[config.mk]
export PLATFORM = sky130hd
export DESIGN_NAME = async_timer8_control_regs
export DESIGN_NICKNAME = d
export VERILOG_FILES = /design/src/design/timer8_pkg.sv /design/src/design/async_timer8_control_regs.sv
export SDC_FILE = /design/constraint.sdc
export NUM_CORES = 1
export LEC_CHECK = 0
export ABC_CLOCK_PERIOD_IN_PS = 6970
export BUFFER_PORTS_ARGS = -buffer_cell sky130_fd_sc_hd__buf_2
export CAP_MARGIN = 5
export CORE_ASPECT_RATIO = 0.7
export CORE_MARGIN = 1
export CORE_UTILIZATION = 50
export CTS_BUF_LIST = sky130_fd_sc_hd__clkbuf_8
export DETAILED_ROUTE_END_ITERATION = 16
export PLACE_DENSITY = 0.72
export SLEW_MARGIN = 15
export SYNTH_ARGS = -nofsm -noshare
export SYNTH_HDL_FRONTEND = slang
export SYNTH_SLANG_ARGS = --single-unit
[constraint.sdc]
create_clock -name i_ref_clk -period 6.97 [get_ports i_ref_clk]
set_clock_uncertainty 0.2 [all_clocks]
set_input_delay 0.3485 -clock i_ref_clk [delete_from_list [all_inputs] [get_ports i_ref_clk]]
set_output_delay 0.3485 -clock i_ref_clk [all_outputs]
set_load 0.02 [all_outputs]
[src/design/timer8_pkg.sv]
// shared constants and types for the 8-bit asynchronous timer block
package timer8_pkg;

	// ----------------------------------------------------------------
	// register indices (byte address is four times the index)
	// ----------------------------------------------------------------
	localparam logic [7:0] IDX_IRQ_FLAGS = 8'h37;
	localparam logic [7:0] IDX_IRQ_MASK = 8'h70;
	localparam logic [7:0] IDX_CTRL_A = 8'hb0;
	localparam logic [7:0] IDX_CTRL_B = 8'hb1;
	localparam logic [7:0] IDX_COUNTER = 8'hb2;
	localparam logic [7:0] IDX_CMP_A = 8'hb3;
	localparam logic [7:0] IDX_CMP_B = 8'hb4;
	localparam logic [7:0] IDX_ASYNC_STATUS = 8'hb6;
	localparam logic [7:0] IDX_AUX_CTRL = 8'hb8;

	// ----------------------------------------------------------------
	// field positions
	// ----------------------------------------------------------------
	localparam int BIT_FORCE_A = 7;
	localparam int BIT_FORCE_B = 6;
	localparam int BIT_WAVE_HI = 3;
	localparam int BIT_EXT_CLK_EN = 6;
	localparam int BIT_ASYNC_SEL = 5;
	localparam int BIT_CMP_B_IRQ_EN = 2;
	localparam int BIT_CMP_A_IRQ_EN = 1;
	localparam int BIT_CMP_B_FLAG = 2;
	localparam int BIT_CMP_A_FLAG = 1;
	localparam int BIT_GLOBAL_IRQ = 0;
	localparam int BIT_EXT_PIN_CLK = 1;

	// busy flag positions within async_status
	localparam int UB_COUNTER = 4;
	localparam int UB_CMP_A = 3;
	localparam int UB_CMP_B = 2;
	localparam int UB_CTRL_A = 1;
	localparam int UB_CTRL_B = 0;

	// ----------------------------------------------------------------
	// reset values and fixed counts
	// ----------------------------------------------------------------
	localparam logic [7:0] RST_REG = 8'h00;
	localparam logic [7:0] MAX_COUNT = 8'hff;
	localparam logic [7:0] BOTTOM = 8'h00;
	localparam int PRESC_WIDTH = 10;
	localparam logic [31:0] RST_WORD = 32'h0000_0000;

	// ----------------------------------------------------------------
	// waveform modes
	// ----------------------------------------------------------------
	typedef enum logic [2:0] {
		WM_NORMAL = 3'b000,
		WM_PC_FF = 3'b001,
		WM_CTC = 3'b010,
		WM_FAST_FF = 3'b011,
		WM_RSVD4 = 3'b100,
		WM_PC_OCRA = 3'b101,
		WM_RSVD6 = 3'b110,
		WM_FAST_OCRA = 3'b111
	} wave_mode_type;

	// latched ahb address phase
	typedef struct packed {
		logic valid;
		logic write;
		logic [7:0] index;
	} bus_req_type;

endpackage

[src/design/async_timer8_control_regs.sv]
// 8-bit timer with two compare channels, async source and ahb-lite registers
`timescale 1ns/10ps
// What this block does
// - force A strobe updates output A, non-PWM only
// - force B strobe updates output B, non-PWM only
// - forced compare sets no flag, no clear
// - force bits and bits 5:4 read zero
// - clk_sel stops, passes, or divides source
// - counter write blocks next compare match
// - compares run continuously against counter
// - external clock replaces crystal when enabled
// - async_clock_sel picks io or oscillator clock
// - async writes set per-register busy flags
// - counter reads live, others read storage
// - compare B interrupt needs enable and global
// - compare A interrupt needs enable and global
// - external pin edges count regardless of direction
// - ctrl B bit 3 is wave mode top
// - wave mode selects normal, PWM or CTC
// - match flags cleared by vector or one
module async_timer8_control_regs
	import timer8_pkg::*;
(
	// clock and reset
	input wire logic i_ref_clk,
	input wire logic i_rst_n,
	// ahb-lite slave
	input wire logic i_hsel,
	input wire logic [31:0] i_haddr,
	input wire logic [1:0] i_htrans,
	input wire logic i_hwrite,
	input wire logic [2:0] i_hsize,
	input wire logic [31:0] i_hwdata,
	input wire logic i_hready,
	output logic [31:0] o_hrdata,
	output logic o_hreadyout,
	output logic o_hresp,
	// pins
	input wire logic i_timer_osc_in_pin,
	input wire logic i_ext_count_pin,
	output logic o_wave_out_a,
	output logic o_wave_out_b,
	output logic o_crystal_osc_en,
	// interrupt requests and vector acknowledges
	input wire logic i_cmp_a_vector_ack,
	input wire logic i_cmp_b_vector_ack,
	output logic o_cmp_a_irq,
	output logic o_cmp_b_irq
);

	// ----------------------------------------------------------------
	// functions
	// ----------------------------------------------------------------
	function automatic logic is_pwm(input logic [2:0] m);
		is_pwm = m[0];
	endfunction

	function automatic logic [PRESC_WIDTH-1:0] div_mask(input logic [2:0] sel);
		case (sel)
			3'h2: div_mask = 10'h007;
			3'h3: div_mask = 10'h01f;
			3'h4: div_mask = 10'h03f;
			3'h5: div_mask = 10'h07f;
			3'h6: div_mask = 10'h0ff;
			3'h7: div_mask = 10'h3ff;
			default: div_mask = 10'h000;
		endcase
	endfunction

	// new output level on a compare event for non-PWM modes
	function automatic logic match_action(input logic [1:0] om, input logic cur);
		case (om)
			2'b01: match_action = ~cur;
			2'b10: match_action = 1'b0;
			2'b11: match_action = 1'b1;
			default: match_action = cur;
		endcase
	endfunction

	// ----------------------------------------------------------------
	// reset release and pin synchronisers
	// ----------------------------------------------------------------
	logic [1:0] rst_sync;
	logic rst_n;
	always_ff @(posedge i_ref_clk or negedge i_rst_n)
	begin
		if (!i_rst_n)
			rst_sync <= 2'b00;
		else
			rst_sync <= {rst_sync[0], 1'b1};
	end
	assign rst_n = rst_sync[1];

	logic [2:0] osc_sync;
	logic [2:0] pin_sync;
	logic osc_level;
	logic pin_level;
	always_ff @(posedge i_ref_clk or negedge rst_n)
	begin
		if (!rst_n)
		begin
			osc_sync <= 3'b000;
			pin_sync <= 3'b000;
			osc_level <= 1'b0;
			pin_level <= 1'b0;
		end
		else
		begin
			osc_sync <= {osc_sync[1:0], i_timer_osc_in_pin};
			pin_sync <= {pin_sync[1:0], i_ext_count_pin};
			if (osc_sync[1] == osc_sync[2])
				osc_level <= osc_sync[2];
			if (pin_sync[1] == pin_sync[2])
				pin_level <= pin_sync[2];
		end
	end

	// ----------------------------------------------------------------
	// register storage
	// ----------------------------------------------------------------
	logic [7:0] ctrl_a_tmp, ctrl_b_tmp, cmp_a_tmp, cmp_b_tmp, counter_tmp;
	logic [7:0] ctrl_a, ctrl_b, cmp_a, cmp_b, counter;
	logic [7:0] irq_mask;
	logic ext_clock_in_en, async_clock_sel;
	logic global_irq_en, ext_pin_clk_en;
	logic [4:0] upd_busy;
	logic cmp_a_match_flag, cmp_b_match_flag;
	logic force_a_pend, force_b_pend;

	bus_req_type req;
	logic wr_go;
	logic [7:0] wdat;
	assign wr_go = req.valid & req.write;
	assign wdat = i_hwdata[7:0];

	// ----------------------------------------------------------------
	// timer source clock events
	// ----------------------------------------------------------------
	logic osc_prev, pin_prev;
	logic src_event;
	logic [PRESC_WIDTH-1:0] presc;
	logic tick;
	logic [2:0] wave_mode;
	logic [2:0] clk_sel;
	assign clk_sel = ctrl_b[2:0];
	assign wave_mode = {ctrl_b[BIT_WAVE_HI], ctrl_a[1:0]};

	always_ff @(posedge i_ref_clk or negedge rst_n)
	begin
		if (!rst_n)
		begin
			osc_prev <= 1'b0;
			pin_prev <= 1'b0;
		end
		else
		begin
			osc_prev <= osc_level;
			pin_prev <= pin_level;
		end
	end

	assign src_event = async_clock_sel ? (osc_level & ~osc_prev) : 1'b1;

	always_ff @(posedge i_ref_clk or negedge rst_n)
	begin
		if (!rst_n)
			presc <= '0;
		else if (src_event)
			presc <= presc + 10'h001;
	end

	// pin edges count whatever the pin direction
	always_comb
	begin
		if (ext_pin_clk_en)
			tick = pin_level & ~pin_prev;
		else if (clk_sel == 3'h0)
			tick = 1'b0;
		else
			tick = src_event & ((presc & div_mask(clk_sel)) == div_mask(clk_sel));
	end

	// transfer point into the timer domain
	logic xfer;
	assign xfer = async_clock_sel ? src_event : 1'b1;

	// ----------------------------------------------------------------
	// bus slave
	// ----------------------------------------------------------------
	always_ff @(posedge i_ref_clk or negedge rst_n)
	begin
		if (!rst_n)
			req <= '0;
		else if (i_hready)
		begin
			req.valid <= i_hsel & i_htrans[1] & (i_haddr[1:0] == 2'b00);
			req.write <= i_hwrite;
			req.index <= i_haddr[9:2];
		end
	end

	always_ff @(posedge i_ref_clk or negedge rst_n)
	begin
		if (!rst_n)
		begin
			o_hrdata <= RST_WORD;
			o_hreadyout <= 1'b1;
			o_hresp <= 1'b0;
		end
		else
		begin
			o_hreadyout <= 1'b1;
			o_hresp <= 1'b0;
			if (i_hready & i_hsel & i_htrans[1] & ~i_hwrite)
			begin
				// force bits and reserved read zero
				case (i_haddr[9:2])
					IDX_IRQ_FLAGS: o_hrdata <= {29'h0, cmp_b_match_flag, cmp_a_match_flag, 1'b0};
					IDX_IRQ_MASK: o_hrdata <= {24'h0, irq_mask};
					IDX_CTRL_A: o_hrdata <= {24'h0, ctrl_a_tmp};
					IDX_CTRL_B: o_hrdata <= {28'h0, ctrl_b_tmp[3:0]};
					IDX_COUNTER: o_hrdata <= {24'h0, counter};
					IDX_CMP_A: o_hrdata <= {24'h0, cmp_a_tmp};
					IDX_CMP_B: o_hrdata <= {24'h0, cmp_b_tmp};
					IDX_ASYNC_STATUS: o_hrdata <= {25'h0, ext_clock_in_en, async_clock_sel, upd_busy};
					IDX_AUX_CTRL: o_hrdata <= {30'h0, ext_pin_clk_en, global_irq_en};
					default: o_hrdata <= RST_WORD;
				endcase
			end
		end
	end

	// ----------------------------------------------------------------
	// software-side storage registers
	// ----------------------------------------------------------------
	always_ff @(posedge i_ref_clk or negedge rst_n)
	begin
		if (!rst_n)
		begin
			ctrl_a_tmp <= RST_REG;
			ctrl_b_tmp <= RST_REG;
			cmp_a_tmp <= RST_REG;
			cmp_b_tmp <= RST_REG;
			counter_tmp <= RST_REG;
			irq_mask <= RST_REG;
			ext_clock_in_en <= 1'b0;
			async_clock_sel <= 1'b0;
			global_irq_en <= 1'b0;
			ext_pin_clk_en <= 1'b0;
		end
		else if (wr_go)
		begin
			case (req.index)
				IDX_CTRL_A: ctrl_a_tmp <= wdat;
				IDX_CTRL_B: ctrl_b_tmp <= {4'h0, wdat[3:0]};
				IDX_CMP_A: cmp_a_tmp <= wdat;
				IDX_CMP_B: cmp_b_tmp <= wdat;
				IDX_COUNTER: counter_tmp <= wdat;
				IDX_IRQ_MASK: irq_mask <= {5'h0, wdat[2:0]};
				IDX_ASYNC_STATUS:
				begin
					ext_clock_in_en <= wdat[BIT_EXT_CLK_EN];
					async_clock_sel <= wdat[BIT_ASYNC_SEL];
				end
				IDX_AUX_CTRL:
				begin
					global_irq_en <= wdat[BIT_GLOBAL_IRQ];
					ext_pin_clk_en <= wdat[BIT_EXT_PIN_CLK];
				end
				default: ;
			endcase
		end
	end

	// ----------------------------------------------------------------
	// update-busy flags and pending transfers
	// ----------------------------------------------------------------
	logic [4:0] wr_hit;
	logic cnt_pend;
	always_comb
	begin
		wr_hit = 5'h00;
		if (wr_go)
		begin
			wr_hit[UB_COUNTER] = (req.index == IDX_COUNTER);
			wr_hit[UB_CMP_A] = (req.index == IDX_CMP_A);
			wr_hit[UB_CMP_B] = (req.index == IDX_CMP_B);
			wr_hit[UB_CTRL_A] = (req.index == IDX_CTRL_A);
			wr_hit[UB_CTRL_B] = (req.index == IDX_CTRL_B);
		end
	end

	// busy set on write, cleared on transfer
	always_ff @(posedge i_ref_clk or negedge rst_n)
	begin
		if (!rst_n)
			upd_busy <= 5'h00;
		else if (!async_clock_sel)
			upd_busy <= 5'h00;
		else
			upd_busy <= wr_hit | (upd_busy & {5{~xfer}});
	end

	// pending work for the timer side; a new write wins over the transfer
	logic [4:0] pend;
	always_ff @(posedge i_ref_clk or negedge rst_n)
	begin
		if (!rst_n)
		begin
			pend <= 5'h00;
			force_a_pend <= 1'b0;
			force_b_pend <= 1'b0;
		end
		else
		begin
			pend <= wr_hit | (pend & {5{~xfer}});
			if (wr_hit[UB_CTRL_B])
			begin
				force_a_pend <= wdat[BIT_FORCE_A];
				force_b_pend <= wdat[BIT_FORCE_B];
			end
			else if (xfer)
			begin
				force_a_pend <= 1'b0;
				force_b_pend <= 1'b0;
			end
		end
	end
	assign cnt_pend = pend[UB_COUNTER] & xfer;

	// storage moves into live copies at transfer
	always_ff @(posedge i_ref_clk or negedge rst_n)
	begin
		if (!rst_n)
		begin
			ctrl_a <= RST_REG;
			ctrl_b <= RST_REG;
			cmp_a <= RST_REG;
			cmp_b <= RST_REG;
		end
		else if (xfer)
		begin
			if (pend[UB_CTRL_A])
				ctrl_a <= ctrl_a_tmp;
			if (pend[UB_CTRL_B])
				ctrl_b <= ctrl_b_tmp;
			if (pend[UB_CMP_A])
				cmp_a <= cmp_a_tmp;
			if (pend[UB_CMP_B])
				cmp_b <= cmp_b_tmp;
		end
	end

	// ----------------------------------------------------------------
	// counter
	// ----------------------------------------------------------------
	logic [7:0] top;
	logic count_down;
	logic block_match;
	logic match_a, match_b;
	logic fire_a, fire_b;

	always_comb
	begin
		case (wave_mode)
			WM_CTC, WM_PC_OCRA, WM_FAST_OCRA: top = cmp_a;
			default: top = MAX_COUNT;
		endcase
	end

	assign match_a = (counter == cmp_a);
	assign match_b = (counter == cmp_b);
	assign fire_a = tick & match_a & ~block_match;
	assign fire_b = tick & match_b & ~block_match;

	always_ff @(posedge i_ref_clk or negedge rst_n)
	begin
		if (!rst_n)
			block_match <= 1'b0;
		else if (cnt_pend)
			block_match <= 1'b1;
		else if (tick)
			block_match <= 1'b0;
	end

	always_ff @(posedge i_ref_clk or negedge rst_n)
	begin
		if (!rst_n)
		begin
			counter <= RST_REG;
			count_down <= 1'b0;
		end
		else if (cnt_pend)
			counter <= counter_tmp;
		else if (tick)
		begin
			case (wave_mode)
				WM_PC_FF, WM_PC_OCRA:
				begin
					if (!count_down && counter >= top)
					begin
						count_down <= 1'b1;
						counter <= counter - 8'h01;
					end
					else if (count_down && counter == BOTTOM)
					begin
						count_down <= 1'b0;
						counter <= counter + 8'h01;
					end
					else if (count_down)
						counter <= counter - 8'h01;
					else
						counter <= counter + 8'h01;
				end
				WM_CTC, WM_FAST_FF, WM_FAST_OCRA:
				begin
					count_down <= 1'b0;
					counter <= (counter == top) ? BOTTOM : counter + 8'h01;
				end
				default:
				begin
					count_down <= 1'b0;
					counter <= counter + 8'h01;
				end
			endcase
		end
	end

	// ----------------------------------------------------------------
	// waveform outputs
	// ----------------------------------------------------------------
	logic [1:0] out_mode_a, out_mode_b;
	logic force_a, force_b;
	assign out_mode_a = ctrl_a[7:6];
	assign out_mode_b = ctrl_a[5:4];
	assign force_a = xfer & force_a_pend & ~is_pwm(ctrl_b_tmp[BIT_WAVE_HI] ? 3'b101 : {1'b0, ctrl_a_tmp[1:0]});
	assign force_b = xfer & force_b_pend & ~is_pwm(ctrl_b_tmp[BIT_WAVE_HI] ? 3'b101 : {1'b0, ctrl_a_tmp[1:0]});

	always_ff @(posedge i_ref_clk or negedge rst_n)
	begin
		if (!rst_n)
		begin
			o_wave_out_a <= 1'b0;
			o_wave_out_b <= 1'b0;
		end
		else if (!is_pwm(wave_mode))
		begin
			if (force_a | fire_a)
				o_wave_out_a <= match_action(out_mode_a, o_wave_out_a);
			if (force_b | fire_b)
				o_wave_out_b <= match_action(out_mode_b, o_wave_out_b);
		end
		else if (wave_mode[1])
		begin
			// fast pwm: set or clear at bottom, opposite at match
			if (tick && counter == top)
			begin
				o_wave_out_a <= out_mode_a[1] ? ~out_mode_a[0] : o_wave_out_a;
				o_wave_out_b <= out_mode_b[1] ? ~out_mode_b[0] : o_wave_out_b;
			end
			else
			begin
				if (fire_a)
					o_wave_out_a <= out_mode_a[1] ? out_mode_a[0] :
						(out_mode_a[0] & wave_mode[2]) ? ~o_wave_out_a : o_wave_out_a;
				if (fire_b && out_mode_b[1])
					o_wave_out_b <= out_mode_b[0];
			end
		end
		else
		begin
			// phase correct: direction chooses set or clear
			if (fire_a)
				o_wave_out_a <= out_mode_a[1] ? (out_mode_a[0] ^ count_down) :
					(out_mode_a[0] & wave_mode[2]) ? ~o_wave_out_a : o_wave_out_a;
			if (fire_b && out_mode_b[1])
				o_wave_out_b <= out_mode_b[0] ^ count_down;
		end
	end

	// ----------------------------------------------------------------
	// match flags and interrupt requests
	// ----------------------------------------------------------------
	logic clr_flag_a, clr_flag_b;
	assign clr_flag_a = i_cmp_a_vector_ack | (wr_go && req.index == IDX_IRQ_FLAGS && wdat[BIT_CMP_A_FLAG]);
	assign clr_flag_b = i_cmp_b_vector_ack | (wr_go && req.index == IDX_IRQ_FLAGS && wdat[BIT_CMP_B_FLAG]);

	always_ff @(posedge i_ref_clk or negedge rst_n)
	begin
		if (!rst_n)
		begin
			cmp_a_match_flag <= 1'b0;
			cmp_b_match_flag <= 1'b0;
		end
		else
		begin
			cmp_a_match_flag <= fire_a | (cmp_a_match_flag & ~clr_flag_a);
			cmp_b_match_flag <= fire_b | (cmp_b_match_flag & ~clr_flag_b);
		end
	end

	always_ff @(posedge i_ref_clk or negedge rst_n)
	begin
		if (!rst_n)
		begin
			o_cmp_a_irq <= 1'b0;
			o_cmp_b_irq <= 1'b0;
			o_crystal_osc_en <= 1'b0;
		end
		else
		begin
			o_cmp_a_irq <= cmp_a_match_flag & irq_mask[BIT_CMP_A_IRQ_EN] & global_irq_en;
			o_cmp_b_irq <= cmp_b_match_flag & irq_mask[BIT_CMP_B_IRQ_EN] & global_irq_en;
			o_crystal_osc_en <= async_clock_sel & ~ext_clock_in_en;
		end
	end

endmodule // async_timer8_control_regs

==> summary.md <==
| Metric | Value |
|---|---|
| Status | `complete, no violations` |
| Initial Utilization | `51.4%` |
| Total number of vias | `5324` |
| Total CTS buffers | `17` |
| Worst Tran Pin Value | `about 1100 ps` |
| Post-Layout Cell Count | `about 900` |
| Placed Instances | `about 850` |
| Setup TNS | `0 ps` |
| Leakage power | `about 0.0038 uW` |
| Row cnt | `36` |
| Startpoint types | `flip-flop` |
| Die Area | `approximately 15000 um^2` |
| Fmax achieved | `approximately 260 MHz` |
| ANT nets after route | `0` |
| Hold Crit Class | `input pin to flip-flop` |
| Final setup viols | `0` |
| RSZ-0062 raised after global routing | `false` |
| Drt wl/cell | `approximately 20 um` |
| Critical Path AT | `~4000 ps` |
| Placement Setup Slack | `3310 ps` |
| Syn Inst Count | `647` |
| Die Y | `102 um` |
| Avg Cell Area, Syn | `~11 um^2` |
| Commonest cells after routing, fill and taps aside | `137 x dfrtp_1, 84 x mux2_2, 51 x nand2_1, 44 x nor2_1, 40 x buf_2` |
| Share of layout cells above drive strength 1 | `between 20% and 30%` |
| Post-Syn Area | `slightly above 7000 um^2` |
| Core ar. | `about 14000 um^2` |
| Nature of the critical path endpoint | `flip-flop` |
| Unique cell type count in the Yosys netlist | `between 70 and 80` |
| Layout area overhead | `10.2%` |
| Skew-Pair Late Insertion Delay | `roughly 450 ps` |
| Sink Count | `approximately 140` |
| Max_slew headroom | `a little under a quarter` |
| Die X | `145 um` |
| Total grt overflow | `0` |
| Post-CTS Resized | `0` |
| HPWL after DPL | `around 13000 um` |
| Max-cap violations | `0` |
| Post-synthesis async set-or-reset flop share | `100%` |
| First-pass GRT wire length | `between 20000 and 30000 um` |
| Final setup margin | `3190 ps` |
| Number of synthesized flops with an enable pin | `0` |
| Fin crit share | `approximately 54%` |
| Maximum vdd drop | `about 0.14 mV` |
| Required time of the critical path | `7090 ps` |
| Pin count of the biggest net entering global routing | `86` |
| I/O Buffers | `40` |
| Total wire length | `about 18000 um` |
| Power Dens Cells | `about 210 nW/um^2` |
| Final Net Count | `around 800` |
| 1st-iter DRT viols | `roughly 450` |
| Max FO, Critical Path | `16` |
| CP Class | `flip-flop to flip-flop` |
| Register area share after synthesis | `a little under half` |
| Initial antenna violation count | `0` |
| Total count of hold-check failures in the final report | `0` |
| Commonest non-fill, non-tap cell in the layout | `dfrtp_1` |
| YS warnings | `0` |
| Vias in the first global route | `about 5000` |
| # diodes | `0` |
| Final core utilization | `between 50% and 60%` |
| Max Buffers Root-to-Sink | `2` |
| Min Tclk post-route | `between 3000 and 4000 ps` |
| CTS tree | `done` |
| Max Transition Viols Final | `0` |
| Via-to-Cell Ratio | `about 6.0` |
| FF+latch count, synth | `between 100 and 150` |
| Most used DFF post-synth | `dfrtp_1` |
| All-Layer GR Usage | `between 20 and 30%` |
| Detailed-route DRC error count | `0` |
| Routability congestion estimate | `between 0.8 and 0.9` |
| CTS root buffer | `clkbuf_8` |
| DRT Pass-1 Iters | `5` |
| H-Tree Depth | `4` |
| I/O pins | `approximately 120` |
| CTS clk-pin slew, worst paths | `around 90 ps` |
[final timing paths]
check,from,endpoint,slack [ps],cells past startpoint
worst min register to register,osc_sync[0],osc_sync[1],160,0
worst max-delay path,ctrl_a[0],counter[5],3190,9
min in group asynchronous,rst_sync[1],osc_sync[0],180,0
max in group asynchronous,rst_sync[1],o_hrdata[4],5170,1
worst min-delay path,i_cmp_b_vector_ack,cmp_b_match_flag,30,3
worst max register to register,ctrl_a[0],counter[5],3190,9
[synthesized netlist by cell type, drive strengths merged (5+ instances only)]
master	count	area, um^2
a21o	6	46.3
a21oi	11	58.8
a221oi	5	43.8
a22o	13	114
a22oi	12	104
buf	35	245
clkbuf	19	71.3
dfrtp	138	3450
ha	12	150
inv	11	41.3
mux2	86	976
mux2i	11	110
nand2	51	191
nand2b	12	82.6
nand3	20	100
nand3b	5	37.5
nand4	10	62.6
nor2	46	178
nor2b	10	62.6
nor3	13	65.1
nor4	5	61.3
o21ai	17	85.1
xnor2	26	228
xor2	8	70.1
[metal layers]
metal  track usage (%)  vias up  part of all wire, %
li1                  -     2366                    -
met1              37.1     2698                   48
met2              36.1      228                   43
met3              5.58       32                  7.5
met4              9.31        0                  1.6
met5                 0        -                    0
[state kept, by name, indices dropped and copies added (netlist names), 4 cells and up]
name	cells
presc	10
req	10
cmp_a	8
cmp_a_tmp	8
cmp_b	8
cmp_b_tmp	8
counter	8
counter_tmp	8
ctrl_a_tmp	8
o_hrdata	8
ctrl_a	6
pend	5
upd_busy	5
ctrl_b	4
ctrl_b_tmp	4
[final cells by class]
cell class / count / area, um^2
fillers: 1168 / 6070
multi-input cells: 469 / 3490
flip-flops and latches: 138 / 3460
repair buffers: 53 / 327
well taps: 190 / 238
clock buffers: 17 / 234
clock inverters: 15 / 156
inverters: 11 / 41.3
[repair_timing]
item | 4_1_cts | 5_1_grt
buffers inserted | 0 | 0
hold buffers | 10 | 0
endpoints found under the hold margin | 10 | 0
[critical path: stages, from the launching register on]
cell and delay [ps]:
dfrtp_1 670, mux2i_1 640, nor2_1 100, ha_1 340
a21o_1 200, a221o_1 390, a22oi_4 350, mux2_4 330
a221oi_1 290, o311ai_1 150
[power breakdown]
part           internal (uW)  switching [uW]  total [uW]
sequential               838            53.7         892
clock                    297             352         649
combinational           64.3            88.2         153
total                   1200             494        1690
[cell families after synthesis]
logic type	share of synthesized area [%]
xor+xnor	4.13
buf+inv	4.97
fa+ha+maj	2.36
mux	15.7
other cells	0.104
compound gates	10.2
simple gates	14.6
flops	47.9
[metrics by stage]
step	area (um^2)	hold WS, ps	power [uW]
floorplan	7300	-147	1020
global placement	7440	-65.5	1040
detailed placement	7440	-64.4	1050
CTS	7940	10.6	1700
global route	7940	20.5	1770
finish	7940	33.8	1690
Power figures use the tool's default switching activity.
